## src/rsc_consts.svh

```systemverilog
// Constants of the system reset controller: offsets, bit positions, reset values, timing.
`ifndef RSC_CONSTS_SVH
`define RSC_CONSTS_SVH

// =====================================================================
// Register indices; the byte address is four times the index.
`define RSC_IDX_FLAGS       3'h0
`define RSC_IDX_SOFT        3'h1
`define RSC_IDX_KEY         3'h2
`define RSC_IDX_STATUS      3'h3

// =====================================================================
// Field positions and reset values.
`define RSC_BIT_SOFT_TRIG   0
`define RSC_FLAGS_POR_VALUE 6'h01
`define RSC_UNLOCK_WINDOW   3'h4

// =====================================================================
// Timing.
`define RSC_CLK_PERIOD_NS   100
`define RSC_INIT_TIME_NS    1000
`define RSC_INIT_CYCLES     ((`RSC_INIT_TIME_NS + `RSC_CLK_PERIOD_NS - 1) / `RSC_CLK_PERIOD_NS)
`define RSC_SUT_STEP_NS     1000000
`define RSC_SUT_STEP_CYCLES (`RSC_SUT_STEP_NS / `RSC_CLK_PERIOD_NS)
`define RSC_SCAN_CYCLES     2048

`endif

```

## src/rsc_pkg.sv

```systemverilog
// Types shared by the system reset controller.
`default_nettype none
package rsc_pkg;

  typedef enum logic [1:0] {RUN, HOLD, INIT} rsc_state_e;

  typedef struct packed {
    logic dbg;
    logic sw;
    logic wdt;
    logic pin;
    logic brownout_detector;
    logic por;
  } rsc_src_s;

  typedef struct packed {
    logic       pinEn;
    logic [2:0] startup_delay_setting;
    logic       scanEn;
  } rsc_fuse_s;

endpackage
`default_nettype wire

```

## src/rsc_system_reset_controller.sv

```systemverilog
// System reset controller: merges reset sources, sequences init, keeps cause flags.
//
// The Avalon-MM register port was left to the implementer.
`include "rsc_consts.svh"
`default_nettype none
module rsc_system_reset_controller #(
  parameter int         CNT_W           = 20,
  parameter int         SUT_STEP_CYCLES = `RSC_SUT_STEP_CYCLES,
  parameter int         SCAN_CYCLES     = `RSC_SCAN_CYCLES,
  // Unlock key value is arbitrary.
  parameter logic [7:0] IO_REG_KEY      = 8'hA5
) (
  input  wire logic              clk,
  input  wire logic              arst_n,
  input  wire logic [4:0]        avs_address,
  input  wire logic              avs_read,
  input  wire logic              avs_write,
  input  wire logic [31:0]       avs_writedata,
  input  wire logic [3:0]        avs_byteenable,
  output logic      [31:0]       avs_readdata,
  output logic                   avs_waitrequest,
  input  wire logic              resetPin_n,
  input  wire logic              porDetect,
  input  wire logic              bodDetect,
  input  wire logic              watchdogTimeout,
  input  wire logic              debugResetReq,
  input  wire rsc_pkg::rsc_fuse_s fuseIn,
  output logic                   sysResetActive,
  output logic                   debugIfaceReset,
  output logic                   fuseReload,
  output logic                   bootDone
);

  // ===================================================================
  // Declarations
  rsc_pkg::rsc_state_e state;
  rsc_pkg::rsc_state_e next_state;
  rsc_pkg::rsc_src_s   srcActive;
  rsc_pkg::rsc_fuse_s  fuseLat;
  logic [4:0]          syncA;
  logic [4:0]          syncB;
  logic                ack;
  logic                acc;
  logic                wrAcc;
  logic [2:0]          idx;
  logic [5:0]          flags;
  logic [5:0]          clrMask;
  logic [5:0]          setMask;
  logic [2:0]          unlockCnt;
  logic                swReq;
  logic                anySrc;
  logic                supply;
  logic                supplyCause;
  logic                initDone;
  logic                initEntry;
  logic [CNT_W-1:0]    cnt;
  logic [CNT_W-1:0]    initLoad;

  // ===================================================================
  // Input synchronisers; order is pin_n, por, bod, watchdog, debug.
  // The controller sits on an always-on clock, so it keeps working in every sleep mode.
  always_ff @(posedge clk or negedge arst_n) begin
    if (!arst_n) begin
      syncA <= 5'h10;
      syncB <= 5'h10;
    end else begin
      syncA <= {resetPin_n, porDetect, bodDetect, watchdogTimeout, debugResetReq};
      syncB <= syncA;
    end
  end

  // ===================================================================
  // Reset source qualification
  always_comb begin
    srcActive     = '0;
    srcActive.por = syncB[3];
    srcActive.brownout_detector = syncB[2];
    srcActive.pin = fuseLat.pinEn & ~syncB[4];
    srcActive.wdt = syncB[1];
    srcActive.sw  = swReq;
    srcActive.dbg = syncB[0];
  end

  // The pin only counts once the latched fuse enables it.
  assign anySrc = (srcActive != '0);
  assign supply = srcActive.por | srcActive.brownout_detector;

  // ===================================================================
  // Avalon-MM slave: every access is answered on the second edge.
  assign avs_waitrequest = (avs_read | avs_write) & ~ack;
  assign acc             = (avs_read | avs_write) & ack;
  assign wrAcc           = avs_write & ack & avs_byteenable[0];
  assign idx             = avs_address[4:2];

  always_ff @(posedge clk or negedge arst_n) begin
    if (!arst_n) begin
      ack <= 1'b0;
    end else begin
      ack <= (avs_read | avs_write) & ~ack;
    end
  end

  always_ff @(posedge clk or negedge arst_n) begin
    if (!arst_n) begin
      avs_readdata <= 32'h0;
    end else if (avs_read && !ack) begin
      case (idx)
        `RSC_IDX_FLAGS:  avs_readdata <= {26'h0, flags};
        `RSC_IDX_SOFT:   avs_readdata <= 32'h0;
        `RSC_IDX_KEY:    avs_readdata <= {29'h0, unlockCnt};
        `RSC_IDX_STATUS: avs_readdata <= {28'h0, fuseLat.scanEn, fuseLat.pinEn,
                                          supplyCause, bootDone};
        default:         avs_readdata <= 32'h0;
      endcase
    end
  end

  // ===================================================================
  // Key unlock; the window counts accepted bus accesses as instructions.
  always_ff @(posedge clk or negedge arst_n) begin
    if (!arst_n) begin
      unlockCnt <= 3'h0;
    end else if (wrAcc && idx == `RSC_IDX_KEY && avs_writedata[7:0] == IO_REG_KEY) begin
      unlockCnt <= `RSC_UNLOCK_WINDOW;
    end else if (acc && unlockCnt != 3'h0) begin
      unlockCnt <= unlockCnt - 3'h1;
    end
  end

  // A locked write to the soft reset register leaves it untouched.
  always_ff @(posedge clk or negedge arst_n) begin
    if (!arst_n) begin
      swReq <= 1'b0;
    end else begin
      swReq <= wrAcc && idx == `RSC_IDX_SOFT && unlockCnt != 3'h0 &&
               avs_writedata[`RSC_BIT_SOFT_TRIG];
    end
  end

  // ===================================================================
  // Reset sequencer
  assign initDone  = (state == rsc_pkg::INIT) && (next_state == rsc_pkg::RUN);
  assign initEntry = (state == rsc_pkg::HOLD) && (next_state == rsc_pkg::INIT);

  always_comb begin
    next_state = state;
    case (state)
      rsc_pkg::RUN: begin
        if (anySrc) begin
          next_state = rsc_pkg::HOLD;
        end
      end
      rsc_pkg::HOLD: begin
        if (!anySrc) begin
          next_state = rsc_pkg::INIT;
        end
      end
      rsc_pkg::INIT: begin
        if (anySrc) begin
          next_state = rsc_pkg::HOLD;
        end else if (cnt == '0) begin
          next_state = rsc_pkg::RUN;
        end
      end
      default: next_state = rsc_pkg::HOLD;
    endcase
  end

  always_ff @(posedge clk or negedge arst_n) begin
    if (!arst_n) begin
      state <= rsc_pkg::HOLD;
    end else begin
      state <= next_state;
    end
  end

  // Startup delay only follows a supply reset; the scan adds its own time.
  always_comb begin
    initLoad = CNT_W'(`RSC_INIT_CYCLES - 1);
    if (supplyCause || supply) begin
      initLoad = initLoad + CNT_W'(fuseIn.startup_delay_setting) * CNT_W'(SUT_STEP_CYCLES);
    end
    if (fuseIn.scanEn) begin
      initLoad = initLoad + CNT_W'(SCAN_CYCLES);
    end
  end

  always_ff @(posedge clk or negedge arst_n) begin
    if (!arst_n) begin
      cnt <= '0;
    end else if (initEntry) begin
      cnt <= initLoad;
    end else if (state == rsc_pkg::INIT && cnt != '0) begin
      cnt <= cnt - CNT_W'(1);
    end
  end

  // Power-up of this domain itself counts as a supply reset.
  always_ff @(posedge clk or negedge arst_n) begin
    if (!arst_n) begin
      supplyCause <= 1'b1;
    end else if (supply) begin
      supplyCause <= 1'b1;
    end else if (initDone) begin
      supplyCause <= 1'b0;
    end
  end

  // ===================================================================
  // Reset outputs and fuse reload
  always_ff @(posedge clk or negedge arst_n) begin
    if (!arst_n) begin
      sysResetActive  <= 1'b1;
      debugIfaceReset <= 1'b1;
      fuseReload      <= 1'b0;
    end else begin
      sysResetActive  <= (next_state != rsc_pkg::RUN);
      debugIfaceReset <= (next_state != rsc_pkg::RUN) & (supply | supplyCause);
      fuseReload      <= initEntry;
    end
  end

  // Fuses are sampled fresh at the start of every initialization.
  always_ff @(posedge clk or negedge arst_n) begin
    if (!arst_n) begin
      fuseLat <= '0;
    end else if (initEntry) begin
      fuseLat <= fuseIn;
    end
  end

  always_ff @(posedge clk or negedge arst_n) begin
    if (!arst_n) begin
      bootDone <= 1'b0;
    end else if (srcActive.por) begin
      bootDone <= 1'b0;
    end else if (initDone) begin
      bootDone <= 1'b1;
    end
  end

  // ===================================================================
  // Reset cause flags; once boot is done, a source event wins over a clear in the same cycle.
  assign clrMask = (wrAcc && idx == `RSC_IDX_FLAGS) ? avs_writedata[5:0] : 6'h00;
  assign setMask = bootDone ? 6'(srcActive) : 6'h00;

  always_ff @(posedge clk or negedge arst_n) begin
    if (!arst_n) begin
      flags <= `RSC_FLAGS_POR_VALUE;
    end else if (srcActive.por) begin
      flags <= `RSC_FLAGS_POR_VALUE;
    end else begin
      flags <= (flags & ~clrMask) | setMask;
    end
  end
endmodule // rsc_system_reset_controller
`default_nettype wire
```

## config.mk

```make
export PLATFORM = sky130hd
export DESIGN_NAME = rsc_system_reset_controller
export DESIGN_NICKNAME = d
export VERILOG_FILES = /design/src/rsc_pkg.sv /design/src/rsc_system_reset_controller.sv
export VERILOG_INCLUDE_DIRS = /design/src /design/src/src
export SDC_FILE = /design/constraint.sdc
export NUM_CORES = 1
export LEC_CHECK = 0
export ABC_AREA = 0
export CAP_MARGIN = 15
export CORE_AREA = 2 2 99 101
export CTS_CLUSTER_SIZE = 14
export DETAILED_ROUTE_END_ITERATION = 10
export DIE_AREA = 0 0 101 103
export DONT_BUFFER_PORTS = 1
export REMOVE_ABC_BUFFERS = 1
export SLEW_MARGIN = 10
export SYNTH_ARGS = -nofsm -noshare
export SYNTH_HDL_FRONTEND = slang
export SYNTH_SLANG_ARGS = --single-unit
```

## constraint.sdc

```tcl
create_clock -name clk -period 3 [get_ports clk]
set_input_delay 0.6 -clock clk [delete_from_list [all_inputs] [get_ports clk]]
set_output_delay 0.6 -clock clk [all_outputs]
set_load 0.1 [all_outputs]
```

Yosys cells after proc, flatten, opt, wreduce, memory -nomap -nowiden
Index checks and enable logic that the tools add are counted.
{"block": "totals", "ff_bits": 82, "latchBits": 0, "mem_bits_rw": 0, "romBits": 0, "input_bits": 55, "out_inout_bits": 37, "elab_cells": 86, "memories": 0}
{"block": "classes", "add_sub_neg": 4, "n_mul": 1, "div": 0, "magnitude_cmp": 0, "n_eq_ne": 7, "n_shift": 0, "mux": 19, "bitwise": 14, "reduce_logical": 25}
{"op": "$mux 20", "n": 3}
{"op": "$add 20x12->20 const B", "n": 1}
{"op": "$logic_not 20->1", "n": 1}
{"op": "$reduce_bool 20->1", "n": 1}
{"op": "$sub 20x1->20 const B", "n": 1}
{"op": "$add 4x17->18 const A", "n": 1}
{"op": "$mux 18", "n": 1}
{"op": "$mux 6", "n": 3}
{"op": "$pmux 6 s3", "n": 1}
{"op": "$mul 3x10->13 const B", "n": 1}
{"op": "$logic_and 1x1->1", "n": 11}
{"op": "$reduce_bool 2->1", "n": 5}
{"op": "$eq 8x8->1 const B", "n": 1}
{"op": "$mux 2", "n": 4}
{"op": "$and 1x1->1", "n": 6}
{"op": "$and 6x6->6", "n": 1}
{"op": "$eq 3x2->1 const B", "n": 2}
{"op": "$mux 3", "n": 2}
{"op": "$not 6->6", "n": 1}
{"op": "$or 6x6->6", "n": 1}
{"op": "$pmux 2 s3", "n": 1}
{"op": "$reduce_bool 6->1", "n": 1}
{"op": "$eq 2x2->1 const B", "n": 2}
{"op": "$logic_not 2->1", "n": 2}
{"op": "10 further kinds", "n": 16}

Depth between registers and ports, before layout
{"block": "logic_depth", "word_depth": 9, "mapped_depth": 11, "depth_no_buf": 11}

Least setup slack after synthesis
OpenSTA, ideal clock, no wires.
{"block": "synth_timing", "kind": "input port to flip-flop", "start": "input fuseIn[1] (netlist bit)", "end": "register cnt[15]", "setup_time_ns": 0.096, "t_arrival_ns": 2.700, "t_required_ns": 2.904, "slack_ns": 0.204, "cell_stages": 10, "n_path_buf": 0, "path_cell_list": "fa_1 -> ha_1 -> fa_1 -> xor2_1 -> and2_1 -> ha_1 -> nand2_1 -> nor4_1 -> xnor2_1 -> o31ai_1"}
{"block": "synth_between", "elab_chain_cells": 6}
{"element": "start: declaration", "line_no": "rsc_system_reset_controller.sv:27", "rtl": "input wire rsc_pkg::rsc_fuse_s fuseIn,"}
{"element": "$mul 3x10->13 *", "line_no": "rsc_system_reset_controller.sv:181", "rtl": "initLoad = initLoad + CNT_W'(fuseIn.startup_delay_setting) * CNT_W'(SUT_STEP_CYCLES);"}
{"element": "$add 4x17->18 *", "line_no": "rsc_system_reset_controller.sv:181"}
{"element": "$mux 18 *", "line_no": "rsc_system_reset_controller.sv:180", "rtl": "if (supplyCause || supply) begin"}
{"element": "$add 20x12->20", "line_no": "rsc_system_reset_controller.sv:184", "rtl": "initLoad = initLoad + CNT_W'(SCAN_CYCLES);"}
{"element": "$mux 20 *", "line_no": "rsc_system_reset_controller.sv:183", "rtl": "if (fuseIn.scanEn) begin"}
{"element": "$mux 20 *", "line_no": "rsc_system_reset_controller.sv:191", "rtl": "end else if (initEntry) begin"}
{"element": "end signal: assignment", "line_no": "rsc_system_reset_controller.sv:192", "rtl": "cnt <= initLoad;"}
{"element": "end signal: assignment", "line_no": "rsc_system_reset_controller.sv:194", "rtl": "cnt <= cnt - CNT_W'(1);"}
{"element": "end: declaration", "line_no": "rsc_system_reset_controller.sv:56", "rtl": "logic [CNT_W-1:0] cnt;"}
Mark *: on every way between the ends. The rest lies on a longest branch, timed or not.
A chain may end at the register's enable or synchronous reset.

Worst setup path in the final report
{"block": "layout_timing", "start": "input fuseIn[1] (netlist bit)", "end": "register cnt[13]"}
The elaborated chain is that of the path after synthesis.

==> Implementation_results.wiki <==
{| class="wikitable"
! Metric !! Value
|-
| Proportion of synthesized area in mux cells || 0.0134
|-
| Total routing resource utilization after global routing || 0.128
|-
| Initial core utilization || 0.336
|-
| Number of synthesized flops with an enable pin || 0
|-
| Max Fclk || 377 MHz
|-
| Die Span Y || just over 100 µm
|-
| WP data arrival || 2.87 ns
|-
| Core Region || approximately 9500 µm²
|-
| Synth-to-Final Area Change || 5.51%
|-
| Worst slack at placement || 0.0230 ns
|-
| Start-to-end type of the worst setup path || input pin to flip-flop
|-
| Share of synthesized area occupied by flip-flops and latches || 0.443
|-
| H-tree Lvls || 2
|-
| RSZ-0062 raised after global routing || no
|-
| WL final || 6270 µm
|-
| Final hold violation count || 0
|-
| I/O pin cnt || 92
|-
| CTS resizes || 0
|-
| Setup Total Neg Slack || 0 ns
|-
| Post-layout nets || 393
|-
| Final global-route overflow total || 0
|-
| Number of diodes added for antenna fixing || 0
|-
| Worst Max-Slew Pin Slew || 1.09 ns
|-
| Number of buffers added on ports || 0
|-
| Period minus WS final || 2.65 ns
|-
| Most instantiated flip-flop cell in the synthesis netlist || sky130_fd_sc_hd__dfrtp_1
|-
| Num CTS Buffers || 5
|-
| Final worst path period share || 0.885
|-
| Area taken by multi-input logic gates || 1600 µm²
|-
| Global placement routability congestion || ~0.83
|-
| Clock-pin slew on the worst setup and hold paths || 0.10 ns
|-
| Clock tree from TritonCTS || built
|-
| Final core area utilization || 0.355
|-
| End of the worst register-to-register path || cnt[14]
|-
| Worst slew margin || 0.274
|-
| Number of pins with negative max-slew slack in the final report || 0
|-
| Run status || complete, no violations
|-
| Data required time at the worst endpoint || 3.21 ns
|-
| Adder and majority gate portion of the synthesized area || 0.0543
|-
| Avg Synthesized Cell Area || 9.85 µm²
|-
| Post-detailed-placement half-perimeter wirelength || 4570 µm
|-
| Clk Tree Root Cell || sky130_fd_sc_hd__clkbuf_8
|-
| Number of setup buffers added after CTS || 0
|-
| Number of clock sinks seen by CTS || 56
|-
| Worst hold-check path type || input pin to async pin
|-
| Floorplan die area || 10,400 µm²
|-
| Post-synthesis simple-gate area fraction || 0.223
|-
| Synthesized cell area || 3180 µm²
|-
| DR vias/cell || 5.12
|-
| Remaining antenna violation count after routing || 0
|-
| Launching point of the worst reg2reg path || cnt[0]
|-
| Maximum clock skew at final layout || around 0.005 ns
|-
| Dominant combinational cell family by area after synthesis || simple AND/OR/NAND/NOR gates
|-
| Number of fill cells in the layout || 952
|-
| Average wire per cell in the routed design || roughly 14 µm
|-
| Iteration-0 DRC count of the detailed router || 114
|-
| FFs w/ async S/R, synth || 1.00
|-
| Worst Setup End Kind || flip-flop
|-
| Register area || between 1000 and 1500 µm²
|-
| Crit Path Max Fanout || 10
|-
| Number of distinct library cells after synthesis || just under 60
|-
| Setup crit start kind || input pin
|-
| Final WS setup || 0.346 ns
|-
| Via count of the first global-routing pass || 2,153
|-
| Number of DRC violations after detailed routing || 0
|-
| Power per cell area || 604 nW/µm²
|-
| Total of warnings raised by yosys || 0
|-
| Die span in x || 101 µm
|-
| Cell count after synthesis || 323
|-
| Number of cell rows || 36
|-
| Number of synthesized register bits || 56
|-
| Layout cells sized above 1 || 0.116
|-
| TritonRoute pass-1 iters || 4
|-
| FF-to-FF setup slack || 0.66 ns
|-
| Count of endpoints failing setup in the final report || 0
|-
| Antenna violations before repair || 0
|-
| Peak ir drop on the vdd network || 0.000188 V
|-
| Total number of vias || 2,258
|-
| Pin count of the biggest net entering global routing || 50
|-
| Number of cell instances on the worst register-to-register path || 7
|-
| Xor and xnor fraction of the mapped netlist area || 0.0440
|-
| Number of buffers inserted for hold repair after clock tree synthesis || 1
|-
| Global-route wire length before repair || 10,500 µm
|-
| Max-cap check violation count || 0
|-
| Post-synthesis compound-gate area fraction || 0.137
|-
| Leakage power total || between 1 and 1.5 nW
|-
| Source-to-sink clock delay at the later pin of the worst-skew pair || 0.31 ns
|-
| Largest buffer count on any clock path || 2
|}
-- synthesized netlist by cell type (2+ instances only) --
cell                       instances  share of area
sky130_fd_sc_hd__a211o_2           2         0.0063
sky130_fd_sc_hd__a211oi_1          7          0.017
sky130_fd_sc_hd__a21o_1            3         0.0071
sky130_fd_sc_hd__a21oi_1          13          0.020
sky130_fd_sc_hd__a22o_1            7          0.019
sky130_fd_sc_hd__a22oi_1           6          0.014
sky130_fd_sc_hd__a31oi_1           2         0.0039
sky130_fd_sc_hd__and2_1            2         0.0039
sky130_fd_sc_hd__and3_1            4         0.0079
sky130_fd_sc_hd__buf_4            26          0.061
sky130_fd_sc_hd__clkbuf_1          9          0.011
sky130_fd_sc_hd__dfrtp_1          49           0.39
sky130_fd_sc_hd__dfstp_2           7          0.058
sky130_fd_sc_hd__fa_1              3          0.019
sky130_fd_sc_hd__ha_1              9          0.035
sky130_fd_sc_hd__inv_1             9          0.011
sky130_fd_sc_hd__mux2_2            2         0.0071
sky130_fd_sc_hd__mux2i_1           2         0.0063
sky130_fd_sc_hd__nand2_1          28          0.033
sky130_fd_sc_hd__nand2b_1          6          0.012
sky130_fd_sc_hd__nand3_1           9          0.014
sky130_fd_sc_hd__nand4_1           8          0.016
sky130_fd_sc_hd__nor2_1           31          0.037
sky130_fd_sc_hd__nor2b_1           5         0.0098
sky130_fd_sc_hd__nor3_1            9          0.014
sky130_fd_sc_hd__nor4_1            7          0.014
sky130_fd_sc_hd__o21ai_0           8          0.013
sky130_fd_sc_hd__or2_2             2         0.0039
sky130_fd_sc_hd__or3_1             4         0.0079
sky130_fd_sc_hd__or3b_2            2         0.0055
sky130_fd_sc_hd__xnor2_1          13          0.036
sky130_fd_sc_hd__xor2_1            3         0.0083
-- report_power, final --
part	switching, mW	internal (mW)	leakage [nW]
combinational	0.346	0.188	0.692
sequential	0.176	0.867	0.686
clock	0.239	0.211	0.0515
-- worst max-delay path by stage --
stage                     startpoint  endpoint  slack [ns]  depth (start not counted)
final                      fuseIn[1]   cnt[13]        0.35                         10
after global routing       fuseIn[1]   cnt[15]        0.12                         10
after CTS                  fuseIn[1]   cnt[13]        0.34                         10
after detailed placement   fuseIn[1]   cnt[13]        0.02                         10
after global placement     fuseIn[1]   cnt[13]        0.06                         10
after floorplan            fuseIn[1]   cnt[15]        0.20                         10
-- cell usage in the layout, fill, tap and decap left out, drive strengths merged, types with 8 or more instances in the layout --
master	count
clkbuf	8
inv	9
nand2	28
nand4	8
xnor2	13
o21ai	8
conb	26
nand3	9
a21oi	14
nor2	31
nor3	10
ha	9
dfrtp	49
-- kinds of logic (layout without fill, tap and decap cells) --
kind of cell,count (synthesis),after routing
AO/OA/AOI/OAI,61,61
XOR/XNOR,16,16
adder cells (fa/ha/maj),12,12
buffers and inverters,45,24
flip-flops,56,56
multiplexers,4,4
other,1,26
AND/OR/NAND/NOR,128,128
-- cell type report --
type	count	share of cell area
multi-input combinational	247	0.477
sequential	56	0.420
tap	114	0.0425
clock buffer	8	0.0298
timing repair buffer	6	0.0194
inverter	10	0.0112
-- critical path, stage by stage --
cell and delay (ns):
sky130_fd_sc_hd__fa_1 0.46, sky130_fd_sc_hd__ha_1 0.24, sky130_fd_sc_hd__fa_1 0.42, sky130_fd_sc_hd__xor2_1 0.18, sky130_fd_sc_hd__and2_1 0.16, sky130_fd_sc_hd__ha_1 0.17, sky130_fd_sc_hd__nand2_1 0.07, sky130_fd_sc_hd__o311ai_0 0.10
sky130_fd_sc_hd__o41ai_1 0.17, sky130_fd_sc_hd__a311oi_1 0.27
-- metrics by stage --
step	hold WS [ns]	instances	power [mW]	cell area, µm²
global route	0.0855	441	2.16	3360
floorplan	0.304	313	1.49	3050
detailed placement	0.308	432	1.57	3230
global placement	0.307	432	1.56	3230
CTS	0.108	441	2.05	3360
finish	0.123	441	2.03	3360
-- registers in the layout, summed over array words and instances, names as in the netlist --
signal,cells
fuseReload,1
supplyCause,1
syncB,5
unlockCnt,3
fuseLat,2
debugIfaceReset,1
sysResetActive,1
flags,6
state,2
cnt,20
bootDone,1
syncA,5
ack,1
swReq,1
avs_readdata,6
-- layer usage --
| layer | global-route usage | part of all wire | up-vias |
|---|---|---|---|
| met5 | 0 | 0 | - |
| met4 | 0.0437 | 0.014 | 0 |
| met3 | 0.0271 | 0.058 | 6 |
| met2 | 0.210 | 0.47 | 63 |
| met1 | 0.170 | 0.45 | 1093 |
| li1 | - | - | 1096 |
Note: power is estimated with default switching activity, not from simulation.
